## src/logic/pwm_force_pkg.sv

```systemverilog
// Constants, field layouts and types shared by the PWM software force logic.
// How it works
// - Bits 7-6 pick continuous reload point.
// - Reload option 3h writes active register directly.
// - Writing 1 to bit 5 forces B once.
// - Writing 1 to bit 2 forces A once.
// - Zero writes ignored; trigger bits read zero.
// - Trigger bits clear themselves after the write.
// - Later action event overrides one-shot level.
// - Bits 4-3 select B one-shot action.
// - Bits 1-0 select A one-shot action.
// - One-shot ignores counter direction.
// - Immediate mode applies at next clock edge (here the active copy loads then; the output changes one edge later).
// - Shadow mode applies edge after transfer.
// - Bits 3-2 hold B low or high.
// - Bits 1-0 hold A low or high.
// - Unused upper bits read as zero.
`default_nettype none

package pwm_force_pkg;

   // ************************************************************
   // Register map and widths.
   // ************************************************************
   localparam int             REG_W           = 16;
   localparam int             ADDR_W          = 4;
   localparam int             ACT_W           = 2;
   localparam int             CSF_W           = 4;
   localparam int             NUM_OUT         = 2;
   localparam logic [3:0]     ADDR_ONE_SHOT   = 4'h0;
   localparam logic [3:0]     ADDR_CONTINUOUS = 4'h1;

   // ************************************************************
   // Field positions.
   // ************************************************************
   localparam int             RLD_LSB         = 6;
   localparam int             TRIG_B_BIT      = 5;
   localparam int             ACT_B_LSB       = 3;
   localparam int             TRIG_A_BIT      = 2;
   localparam int             ACT_A_LSB       = 0;
   localparam int             CSF_B_LSB       = 2;
   localparam int             CSF_A_LSB       = 0;

   // ************************************************************
   // Modes and actions.
   // ************************************************************
   typedef enum logic [1:0]
   {
      RLD_ZERO   = 2'b00,
      RLD_PERIOD = 2'b01,
      RLD_EITHER = 2'b10,
      RLD_NOW    = 2'b11
   } reload_e;

   // The same codes serve one-shot actions and continuous forces.
   typedef enum logic [1:0]
   {
      ACT_NONE   = 2'b00,
      ACT_LOW    = 2'b01,
      ACT_HIGH   = 2'b10,
      ACT_TOGGLE = 2'b11
   } action_e;

   // ************************************************************
   // Reset values.
   // ************************************************************
   localparam reload_e          RLD_RESET   = RLD_ZERO;
   localparam action_e          ACT_RESET   = ACT_NONE;
   localparam logic [CSF_W-1:0] CSF_RESET   = 4'h0;
   localparam logic [REG_W-1:0] RDATA_RESET = 16'h0000;
   localparam logic             LEVEL_RESET = 1'b0;

endpackage

`default_nettype wire

```

## src/logic/csf_reload_if.sv

```systemverilog
// Interface between the register logic and the continuous-force reload unit.
`default_nettype none

interface csf_reload_if;
   import pwm_force_pkg::*;

   logic             wr;
   logic [CSF_W-1:0] wdata;
   reload_e          mode;
   logic             zero_evt;
   logic             period_evt;
   logic [CSF_W-1:0] shadow;
   logic [CSF_W-1:0] active;

   modport ctrl (output wr, wdata, mode, zero_evt, period_evt, input shadow, active);
   modport unit (input wr, wdata, mode, zero_evt, period_evt, output shadow, active);
endinterface

`default_nettype wire

```

## src/logic/csf_reload_unit.sv

```systemverilog
// Shadow and active copies of the continuous-force setting with reload control.
`default_nettype none

module csf_reload_unit
   import pwm_force_pkg::*;
(
   // Clock and reset.
   input wire logic    clk,
   input wire logic    rstn,
   // Register side.
   csf_reload_if.unit  rl
);

   // ************************************************************
   // State.
   // ************************************************************
   typedef struct packed
   {
      logic [CSF_W-1:0] shadow;
      logic [CSF_W-1:0] active;
   } reload_s;

   reload_s st_ff;
   reload_s nxt_st;
   logic    load_evt;

   // Picks the counter event that moves shadow into active.
   always_comb
   begin
      unique case (rl.mode)
         RLD_ZERO:   load_evt = rl.zero_evt;
         RLD_PERIOD: load_evt = rl.period_evt;
         RLD_EITHER: load_evt = rl.zero_evt | rl.period_evt;
         RLD_NOW:    load_evt = 1'b0;
      endcase
   end

   // Writes always land in the shadow so reads stay coherent in every mode.
   always_comb
   begin
      nxt_st = st_ff;
      if (rl.wr)
      begin
         nxt_st.shadow = rl.wdata;
      end
      if (rl.mode == RLD_NOW)
      begin
         if (rl.wr)
         begin
            nxt_st.active = rl.wdata;
         end
      end
      else if (load_evt)
      begin
         nxt_st.active = st_ff.shadow;
      end
   end

   // Registers the state.
   always_ff @(posedge clk or negedge rstn)
   begin
      if (!rstn)
      begin
         st_ff <= {CSF_RESET, CSF_RESET};
      end
      else
      begin
         st_ff <= nxt_st;
      end
   end

   assign rl.shadow = st_ff.shadow;
   assign rl.active = st_ff.active;
endmodule

`default_nettype wire

```

## src/logic/force_output_channel.sv

```systemverilog
// One PWM output: continuous force, one-shot force and event actions.
`default_nettype none

module force_output_channel
   import pwm_force_pkg::*;
(
   // Clock and reset.
   input wire logic    clk,
   input wire logic    rstn,
   // Action sources.
   input wire action_e evt_act,
   input wire logic    os_fire,
   input wire action_e os_act,
   input wire action_e csf,
   // Output level.
   output logic        level
);

   // ************************************************************
   // State.
   // ************************************************************
   typedef struct packed
   {
      logic level;
   } chan_s;

   chan_s st_ff;
   chan_s nxt_st;

   // Returns the level after one action on the current level.
   function automatic logic apply_act(input action_e act, input logic cur);
      logic res;
      res = cur;
      unique case (act)
         ACT_NONE:   res = cur;
         ACT_LOW:    res = 1'b0;
         ACT_HIGH:   res = 1'b1;
         ACT_TOGGLE: res = ~cur;
      endcase
      return res;
   endfunction

   // Continuous force first, then the one-shot, then the counter event.
   always_comb
   begin
      nxt_st = st_ff;
      if (csf == ACT_LOW)
      begin
         nxt_st.level = 1'b0;
      end
      else if (csf == ACT_HIGH)
      begin
         nxt_st.level = 1'b1;
      end
      else if (os_fire)
      begin
         nxt_st.level = apply_act(os_act, st_ff.level);
      end
      else
      begin
         nxt_st.level = apply_act(evt_act, st_ff.level);
      end
   end

   // Registers the state.
   always_ff @(posedge clk or negedge rstn)
   begin
      if (!rstn)
      begin
         st_ff <= chan_s'(LEVEL_RESET);
      end
      else
      begin
         st_ff <= nxt_st;
      end
   end

   assign level = st_ff.level;
endmodule

`default_nettype wire

```

## src/logic/pwm_action_software_force.sv

```systemverilog
// Software force stage of the PWM action qualifier with its register port.
//
// The address-and-strobe port and the register addresses are this design's own decisions.
`default_nettype none

module pwm_action_software_force
   import pwm_force_pkg::*;
(
   // Clock and reset.
   input wire logic              clk,
   input wire logic              rstn,
   // Register port.
   input wire logic [ADDR_W-1:0] reg_addr,
   input wire logic [REG_W-1:0]  reg_wdata,
   input wire logic              reg_wr,
   input wire logic              reg_rd,
   output logic [REG_W-1:0]      reg_rdata,
   // Time-base counter events.
   input wire logic              cnt_zero,
   input wire logic              cnt_period,
   // Actions from the event-driven action tables.
   input wire logic [ACT_W-1:0]  evt_act_a,
   input wire logic [ACT_W-1:0]  evt_act_b,
   // Outputs towards the dead-band stage.
   output logic                  pwm_output_a,
   output logic                  pwm_output_b
);

   // ************************************************************
   // Register state.
   // ************************************************************
   typedef struct packed
   {
      reload_e          rld;
      action_e          act_b;
      action_e          act_a;
      logic [REG_W-1:0] rdata;
   } regs_s;

   regs_s st_ff;
   regs_s nxt_st;

   // Address decode.
   logic wr_one_shot;
   logic wr_continuous;
   logic rd_one_shot;
   logic rd_continuous;

   // Per-output action sources, index 0 is output A and 1 is output B.
   logic    os_fire [NUM_OUT];
   action_e os_act  [NUM_OUT];
   action_e csf_act [NUM_OUT];
   action_e evt_act [NUM_OUT];
   logic    level   [NUM_OUT];

   // Read images of both registers.
   logic [REG_W-1:0] one_shot_image;
   logic [REG_W-1:0] continuous_image;

   csf_reload_if rl ();

   // ************************************************************
   // Decode.
   // ************************************************************

   // Strobes are qualified by the register address.
   assign wr_one_shot   = reg_wr && reg_addr == ADDR_ONE_SHOT;
   assign wr_continuous = reg_wr && reg_addr == ADDR_CONTINUOUS;
   assign rd_one_shot   = reg_rd && reg_addr == ADDR_ONE_SHOT;
   assign rd_continuous = reg_rd && reg_addr == ADDR_CONTINUOUS;

   // A trigger fires only in the write cycle that carries a 1 in its bit.
   // Nothing stores it, so it is gone as soon as the write is over.
   assign os_fire[1] = wr_one_shot && reg_wdata[TRIG_B_BIT];
   assign os_fire[0] = wr_one_shot && reg_wdata[TRIG_A_BIT];

   // The action applied is the one written beside the trigger.
   assign os_act[1] = action_e'(reg_wdata[ACT_B_LSB +: ACT_W]);
   assign os_act[0] = action_e'(reg_wdata[ACT_A_LSB +: ACT_W]);

   // Continuous force comes from the active copy only.
   assign csf_act[1] = action_e'(rl.active[CSF_B_LSB +: ACT_W]);
   assign csf_act[0] = action_e'(rl.active[CSF_A_LSB +: ACT_W]);

   assign evt_act[1] = action_e'(evt_act_b);
   assign evt_act[0] = action_e'(evt_act_a);

   // ************************************************************
   // Read images.
   // ************************************************************

   // Trigger and unused bits are left at zero in the image.
   always_comb
   begin
      one_shot_image                         = RDATA_RESET;
      one_shot_image[RLD_LSB +: ACT_W]       = st_ff.rld;
      one_shot_image[ACT_B_LSB +: ACT_W]     = st_ff.act_b;
      one_shot_image[ACT_A_LSB +: ACT_W]     = st_ff.act_a;
      continuous_image                       = RDATA_RESET;
      continuous_image[CSF_A_LSB +: CSF_W]   = rl.shadow;
   end

   // ************************************************************
   // Register update.
   // ************************************************************

   // Stores the one-shot register fields and captures read data.
   always_comb
   begin
      nxt_st       = st_ff;
      nxt_st.rdata = RDATA_RESET;
      if (wr_one_shot)
      begin
         nxt_st.rld   = reload_e'(reg_wdata[RLD_LSB +: ACT_W]);
         nxt_st.act_b = os_act[1];
         nxt_st.act_a = os_act[0];
      end
      if (rd_one_shot)
      begin
         nxt_st.rdata = one_shot_image;
      end
      else if (rd_continuous)
      begin
         nxt_st.rdata = continuous_image;
      end
   end

   // Registers the state.
   always_ff @(posedge clk or negedge rstn)
   begin
      if (!rstn)
      begin
         st_ff <= {RLD_RESET, ACT_RESET, ACT_RESET, RDATA_RESET};
      end
      else
      begin
         st_ff <= nxt_st;
      end
   end

   assign reg_rdata = st_ff.rdata;

   // ************************************************************
   // Continuous force reload.
   // ************************************************************

   // The reload point follows the stored mode, not the data of this write.
   assign rl.wr         = wr_continuous;
   assign rl.wdata      = reg_wdata[CSF_A_LSB +: CSF_W];
   assign rl.mode       = st_ff.rld;
   assign rl.zero_evt   = cnt_zero;
   assign rl.period_evt = cnt_period;

   csf_reload_unit u_reload
   (
      .clk  (clk),
      .rstn (rstn),
      .rl   (rl.unit)
   );

   // ************************************************************
   // Output channels.
   // ************************************************************

   // One channel per output; the direction of counting is never consulted.
   for (genvar g = 0; g < NUM_OUT; g++)
   begin : g_chan
      force_output_channel u_chan
      (
         .clk     (clk),
         .rstn    (rstn),
         .evt_act (evt_act[g]),
         .os_fire (os_fire[g]),
         .os_act  (os_act[g]),
         .csf     (csf_act[g]),
         .level   (level[g])
      );
   end

   assign pwm_output_a = level[0];
   assign pwm_output_b = level[1];

   // ************************************************************
   // Output checks.
   // ************************************************************

   // An output is free when its active continuous code is 0h or 3h.
   logic free_a;
   logic free_b;

   always_comb
   begin
      free_a = 1'b1;
      free_b = 1'b1;
      if (csf_act[0] == ACT_LOW || csf_act[0] == ACT_HIGH)
      begin
         free_a = 1'b0;
      end
      if (csf_act[1] == ACT_LOW || csf_act[1] == ACT_HIGH)
      begin
         free_b = 1'b0;
      end
   end
endmodule

`default_nettype wire

```

## config.mk

```make
export PLATFORM = sky130hd
export DESIGN_NAME = pwm_action_software_force
export DESIGN_NICKNAME = d
export VERILOG_FILES = /design/src/logic/pwm_force_pkg.sv /design/src/logic/csf_reload_if.sv /design/src/logic/csf_reload_unit.sv /design/src/logic/force_output_channel.sv /design/src/logic/pwm_action_software_force.sv
export SDC_FILE = /design/constraint.sdc
export NUM_CORES = 1
export LEC_CHECK = 0
export BUFFER_PORTS_ARGS = -buffer_cell sky130_fd_sc_hd__buf_2
export CAP_MARGIN = 20
export CORE_MARGIN = 4
export CORE_UTILIZATION = 33
export CTS_CLUSTER_SIZE = 14
export DETAILED_ROUTE_END_ITERATION = 10
export GPL_TIMING_DRIVEN = 0
export PLACE_DENSITY_LB_ADDON = 0.12
export SLEW_MARGIN = 30
export SYNTH_ARGS = -nofsm -noshare
export SYNTH_HDL_FRONTEND = slang
export SYNTH_HIERARCHICAL = 1
export SYNTH_SLANG_ARGS = --single-unit
```

## constraint.sdc

```tcl
create_clock -name clk -period 1.5 [get_ports clk]
set_input_delay 0.3 -clock clk [delete_from_list [all_inputs] [get_ports clk]]
set_output_delay 0.3 -clock clk [all_outputs]
set_load 0.01 [all_outputs]
```

; Word level (Yosys, flattened, before mapping)
; Cells that the tools add are included.
[word_totals]
wordCells = 68
mem_bits_ro = 0
register_bits = 32
out_inout_bits = 18
mem_bits_rw = 0
n_memories = 0
latch_bits = 0
[classes]
reduce_logical = 16
bitwise_logic = 3
div_mod_pow = 0
multipliers = 0
n_addsub = 0
n_shift = 0
eq_ne = 25
n_mux = 16
magnitude_cmp = 0
[ops]
columns = cell, count
row1 = $eq A2 B2 Y1 const B, 12
row2 = $mux W4, 4
row3 = $eq A2 B1 Y1 const B, 7
row4 = $pmux W1 S3, 4
row5 = $logic_not A2 Y1, 5
row6 = $mux W8, 1
row7 = $ne A4 B3 Y1 const B, 2
row8 = $ne A4 B4 Y1 const B, 2
row9 = $logic_and A1 B1 Y1, 6
row10 = $mux W1, 6
row11 = $reduce_and A2 Y1, 3
row12 = $eq A4 B1 Y1 const B, 1
row13 = $logic_not A4 Y1, 1
row14 = $pmux W1 S4, 1
row15 = $ne A2 B2 Y1 const B, 1
row16 = $not A1 Y1, 2
row17 = $reduce_bool A2 Y1, 1
row18 = $or A1 B1 Y1, 1

; Logic depth before layout (Yosys ltp)
[depth]
word_depth = 6
mapped_depth = 6
depth_no_buf = 5

; By module
; The synthesis kept the hierarchy.
[modules_own_cells]
columns = module, cells_per_inst, seq_area_each_um2, instances, area_each_um2
row1 = pwm_action_software_force, 48, 325.3, 1, 606.8
row2 = csf_reload_unit, 25, 200.2, 1, 394.1
row3 = force_output_channel, 6, 25.0, 2, 70.1

; Least setup slack after synthesis
; No wires, ideal clock.
[synth_timing]
kind = input-to-reg
start = in reg_addr[3]
end = reg g_chan[0].u_chan.st_ff
setup_slack_ns = -0.449
stages = 6
t_required_ns = 1.374
path_buffers = 1
arrival_time_ns = 1.824
path_cell_list = or3b_1 > or3_1 > buf_6 > nor2_1 > mux4_2 > maj3_2
[synth_rtl]
columns = item, line_no
row1 = "start, declared", pwm_action_software_force.sv:13  ; input wire logic [ADDR_W-1:0] reg_addr,
row2 = "end signal, assigned", force_output_channel.sv:70  ; st_ff <= chan_s'(LEVEL_RESET);
row3 = "end signal, assigned", force_output_channel.sv:74  ; st_ff <= nxt_st;
row4 = "end, declared", force_output_channel.sv:27  ; chan_s st_ff;

==> flow_metrics.py <==
metrics = {
    "run_status": {
        "status": "complete, but fails checks",
        "violations": "negative setup slack",
    },
    "power": {
        "power.net_switching_mw": 0.4735,
        "p_int_mw": 1.225,
        "vdd_ir_drop_max_v": 0.0003304,
        "leakage_nw": 0.7859,
        "switching_share": 0.2787,
        "p_seq_frac": 0.511,
        "powerDensity_nw_per_um2": 1149,
        "combPwrFrac": 0.317,
        "clockPowerShare": 0.172,
    },
    "floorplanning": {
        "core_area_um2": 3337,
        "start_util": 0.3420,
        "dieArea_um2": 4463,
        "pin_count": 48,
        "die_x_um": 66.81,
        "num_rows": 21,
        "die_h_um": 66.81,
    },
    "timing": {
        "hold_viol_final": 0,
        "period_share": 1.133,
        "skew_ns": 0.01035,
        "holdWs_ns": 0.2008,
        "clock.fmax_mhz": 588.5,
        "final.setup.worst_slack_ns": -0.1993,
        "min_period_ns": 1.699,
        "setup_violations": 6,
        "tightest_slew_ns": 0.6059,
        "relSlewSlack": 0.5930,
        "slew_violations": 0,
        "rsz0062_at_grt": "yes",
    },
    "logic_synthesis": {
        "synthCells": 85,
        "synth.most_common_cell": "dfrtp_1",
        "synth-main-ff-cell": "dfrtp_1",
        "yosysTopAreaCell": "dfrtp_1",
        "avgSynthCellArea_um2": 13.42,
        "yosysSeqAreaShare": 0.5044,
        "synthTopCellsByCount": "dfrtp_1 (23), mux2_2 (12), buf_4 (9), inv_1 (9), mux2_4 (7)",
        "netlist.area_leader.share": 0.5044,
        "ys_ff_latch": 23,
        "synth_edf_count": 0,
        "netlist_area_um2": 1141,
        "synth.top_cells.by_area": "dfrtp_1 (50%), mux2_2 (12%), mux2_4 (9.2%)",
        "synth-async-reset-ratio": 1.000,
        "ys_warn_count": 6,
        "synth.distinct_cells": 20,
    },
    "final_layout": {
        "nets": 162,
        "multi_input_area_um2": 520.5,
        "diodes": 0,
        "area_growth_pct": 29.61,
        "regArea_um2": 576.8,
        "drive_above_1_share": 0.5878,
        "num-fill-cells": 345,
        "fin_util": 0.4432,
    },
    "worst_setup_path": {
        "worstSetupEndpointType": "flop",
        "critPathLaunchType": "primary input",
        "crit_type": "in -> reg",
        "cp.required_ns": 1.72,
        "critPathArrivalTime_ns": 1.92,
        "r2r_setup_slack_ns": -0.11,
        "critPathMaxFanout": 4,
    },
    "route": {
        "vias": 758,
        "vias_per_cell": 4.282,
        "drc": 0,
        "postRouteAntennaNets": 0,
        "drt_iter0_drc": 15,
        "drtPass1Iterations": 3,
        "drt_wl_total_um": 2207,
        "post_drt_wl_per_cell_um": 12.47,
    },
    "grt": {
        "grt_usage": 0.1059,
        "grt_pass1_vias": 732,
        "grt_overflow": 0,
        "grt_max_degree": 24,
        "grt_first_pass_wirelength_um": 3429,
        "antenna_found_initial": 0,
    },
    "cts": {
        "clk_pin_slew_worst_paths_ns": 0.13,
        "cts_buffer_depth": 2,
        "clock_latency_ns": 0.32,
        "cts_tree": "built",
        "clock_sinks": 23,
        "cts_buffers": 3,
        "htree_levels": 1,
        "clock_tree.root_cell": "clkbuf_4",
    },
    "run": {
        "drv_cap": 0,
    },
    "placement": {
        "post-dp-hpwl_um": 1655,
        "portBuffers": 30,
        "gp_routability_congestion": 0.7010,
    },
    "hold_path": {
        "hp-class": "in -> reg",
    },
}
## layer usage
layer	wire length [µm]	GRT usage	vias up
met3	152	0.02361	4
met1	902	0.1311	368
met5	0	0	-
met4	47	0.06091	0
li1	-	-	362
met2	1104	0.1683	24
## path summary, 6_finish.rpt
check                                      startpoint                endpoint  depth (start not counted)
worst max-delay path                      reg_addr[3]  g_chan[1].u_chan/level                          6
worst min-delay path                     reg_wdata[7]              rl.mode[1]                          2
worst max register to register             rl.mode[0]   u_reload/rl.active[1]                          3
worst min register to register  u_reload/rl.active[0]   u_reload/rl.active[0]                          1
max in group asynchronous                        rstn              rl.mode[0]                          2
min in group asynchronous                        rstn            reg_rdata[3]                          2
## sequential cells by signal, indices dropped and copies added (netlist names)
| name | count |
|---|---|
| reg_rdata | 7 |
| one_shot_image | 4 |
| u_reload/rl.active | 4 |
| u_reload/rl.shadow | 4 |
| g_chan.u_chan/level | 2 |
| rl.mode | 2 |
## through the flow
stage	TNS [ns]	setup slack, ns	power, mW	instance area [µm²]	cells
5_1_grt	-0.9256	-0.1977	1.806	1479	177
6_report	-0.7980	-0.1993	1.699	1479	177
3_3_place_gp	-5.565	-0.6324	1.339	1379	169
2_1_floorplan	-1.582	-0.4495	1.213	1171	93
3_5_place_dp	-6.061	-0.6551	1.355	1379	169
4_1_cts	-1.057	-0.2605	1.723	1478	177
## cell families (layout without fill, tap and decap cells)
group	Yosys count	in the layout	share of synthesized area
other cells	1	9	0.003286
mux	21	21	0.2500
compound gates	4	4	0.04606
buf+inv	19	57	0.09868
fa+ha+maj	2	2	0.01974
simple gates	15	15	0.07785
flops	23	23	0.5044
## area by class of cell
type                       count  area share
multi-input combinational     51      0.3519
tap                           46     0.03892
sequential                    23      0.3900
buffer                         9     0.04569
inverter                       9     0.02284
clock buffer                   4     0.01777
timing repair buffer          35      0.1328
## worst max-delay path, stage by stage
cell and delay [ns]:
buf_6 0.09, or3b_4 0.38, or3_4 0.40, nor2_4 0.12, mux4_2 0.30, maj3_2 0.32
## placed cells by master (no fill, tap or decap)
cell type / Yosys / final
buf_2: 0 / 29
dfrtp_1: 23 / 22
buf_4: 9 / 13
mux2_4: 7 / 11
inv_1: 9 / 9
conb_1: 1 / 9
mux2_2: 12 / 8
and2_1: 4 / 4
a22o_1: 3 / 3
clkbuf_4: 0 / 3
nor2_1: 4 / 2
nor2_4: 0 / 2
mux4_2: 2 / 2
maj3_2: 2 / 2
or3b_2: 1 / 1
nor3_1: 1 / 1
nand2b_1: 1 / 1
or3b_4: 0 / 1
or3_4: 0 / 1
clkbuf_1: 0 / 1
dlygate4sd3_1: 0 / 1
buf_6: 1 / 1
dfrtp_2: 0 / 1
nand2_1: 1 / 1
and3b_2: 1 / 1
a221oi_4: 1 / 1
## power groups by stage
stage	Clock, mW	Sequential, mW	Combinational (mW)
6_report	0.291	0.868	0.539
5_1_grt	0.335	0.888	0.583
4_1_cts	0.304	0.870	0.548
3_5_place_dp	0	0.883	0.472
3_3_place_gp	0	0.877	0.461
2_1_floorplan	0	0.873	0.341
## what timing repair did
action,4_1_cts,5_1_grt
resized for setup,11,1
hold endpoints to repair,23,0
hold buffers,1,0
endpoints found under the setup margin,6,6
pin swaps,2,1
buffers inserted,3,1
Note: power is estimated with default switching activity, not from simulation.
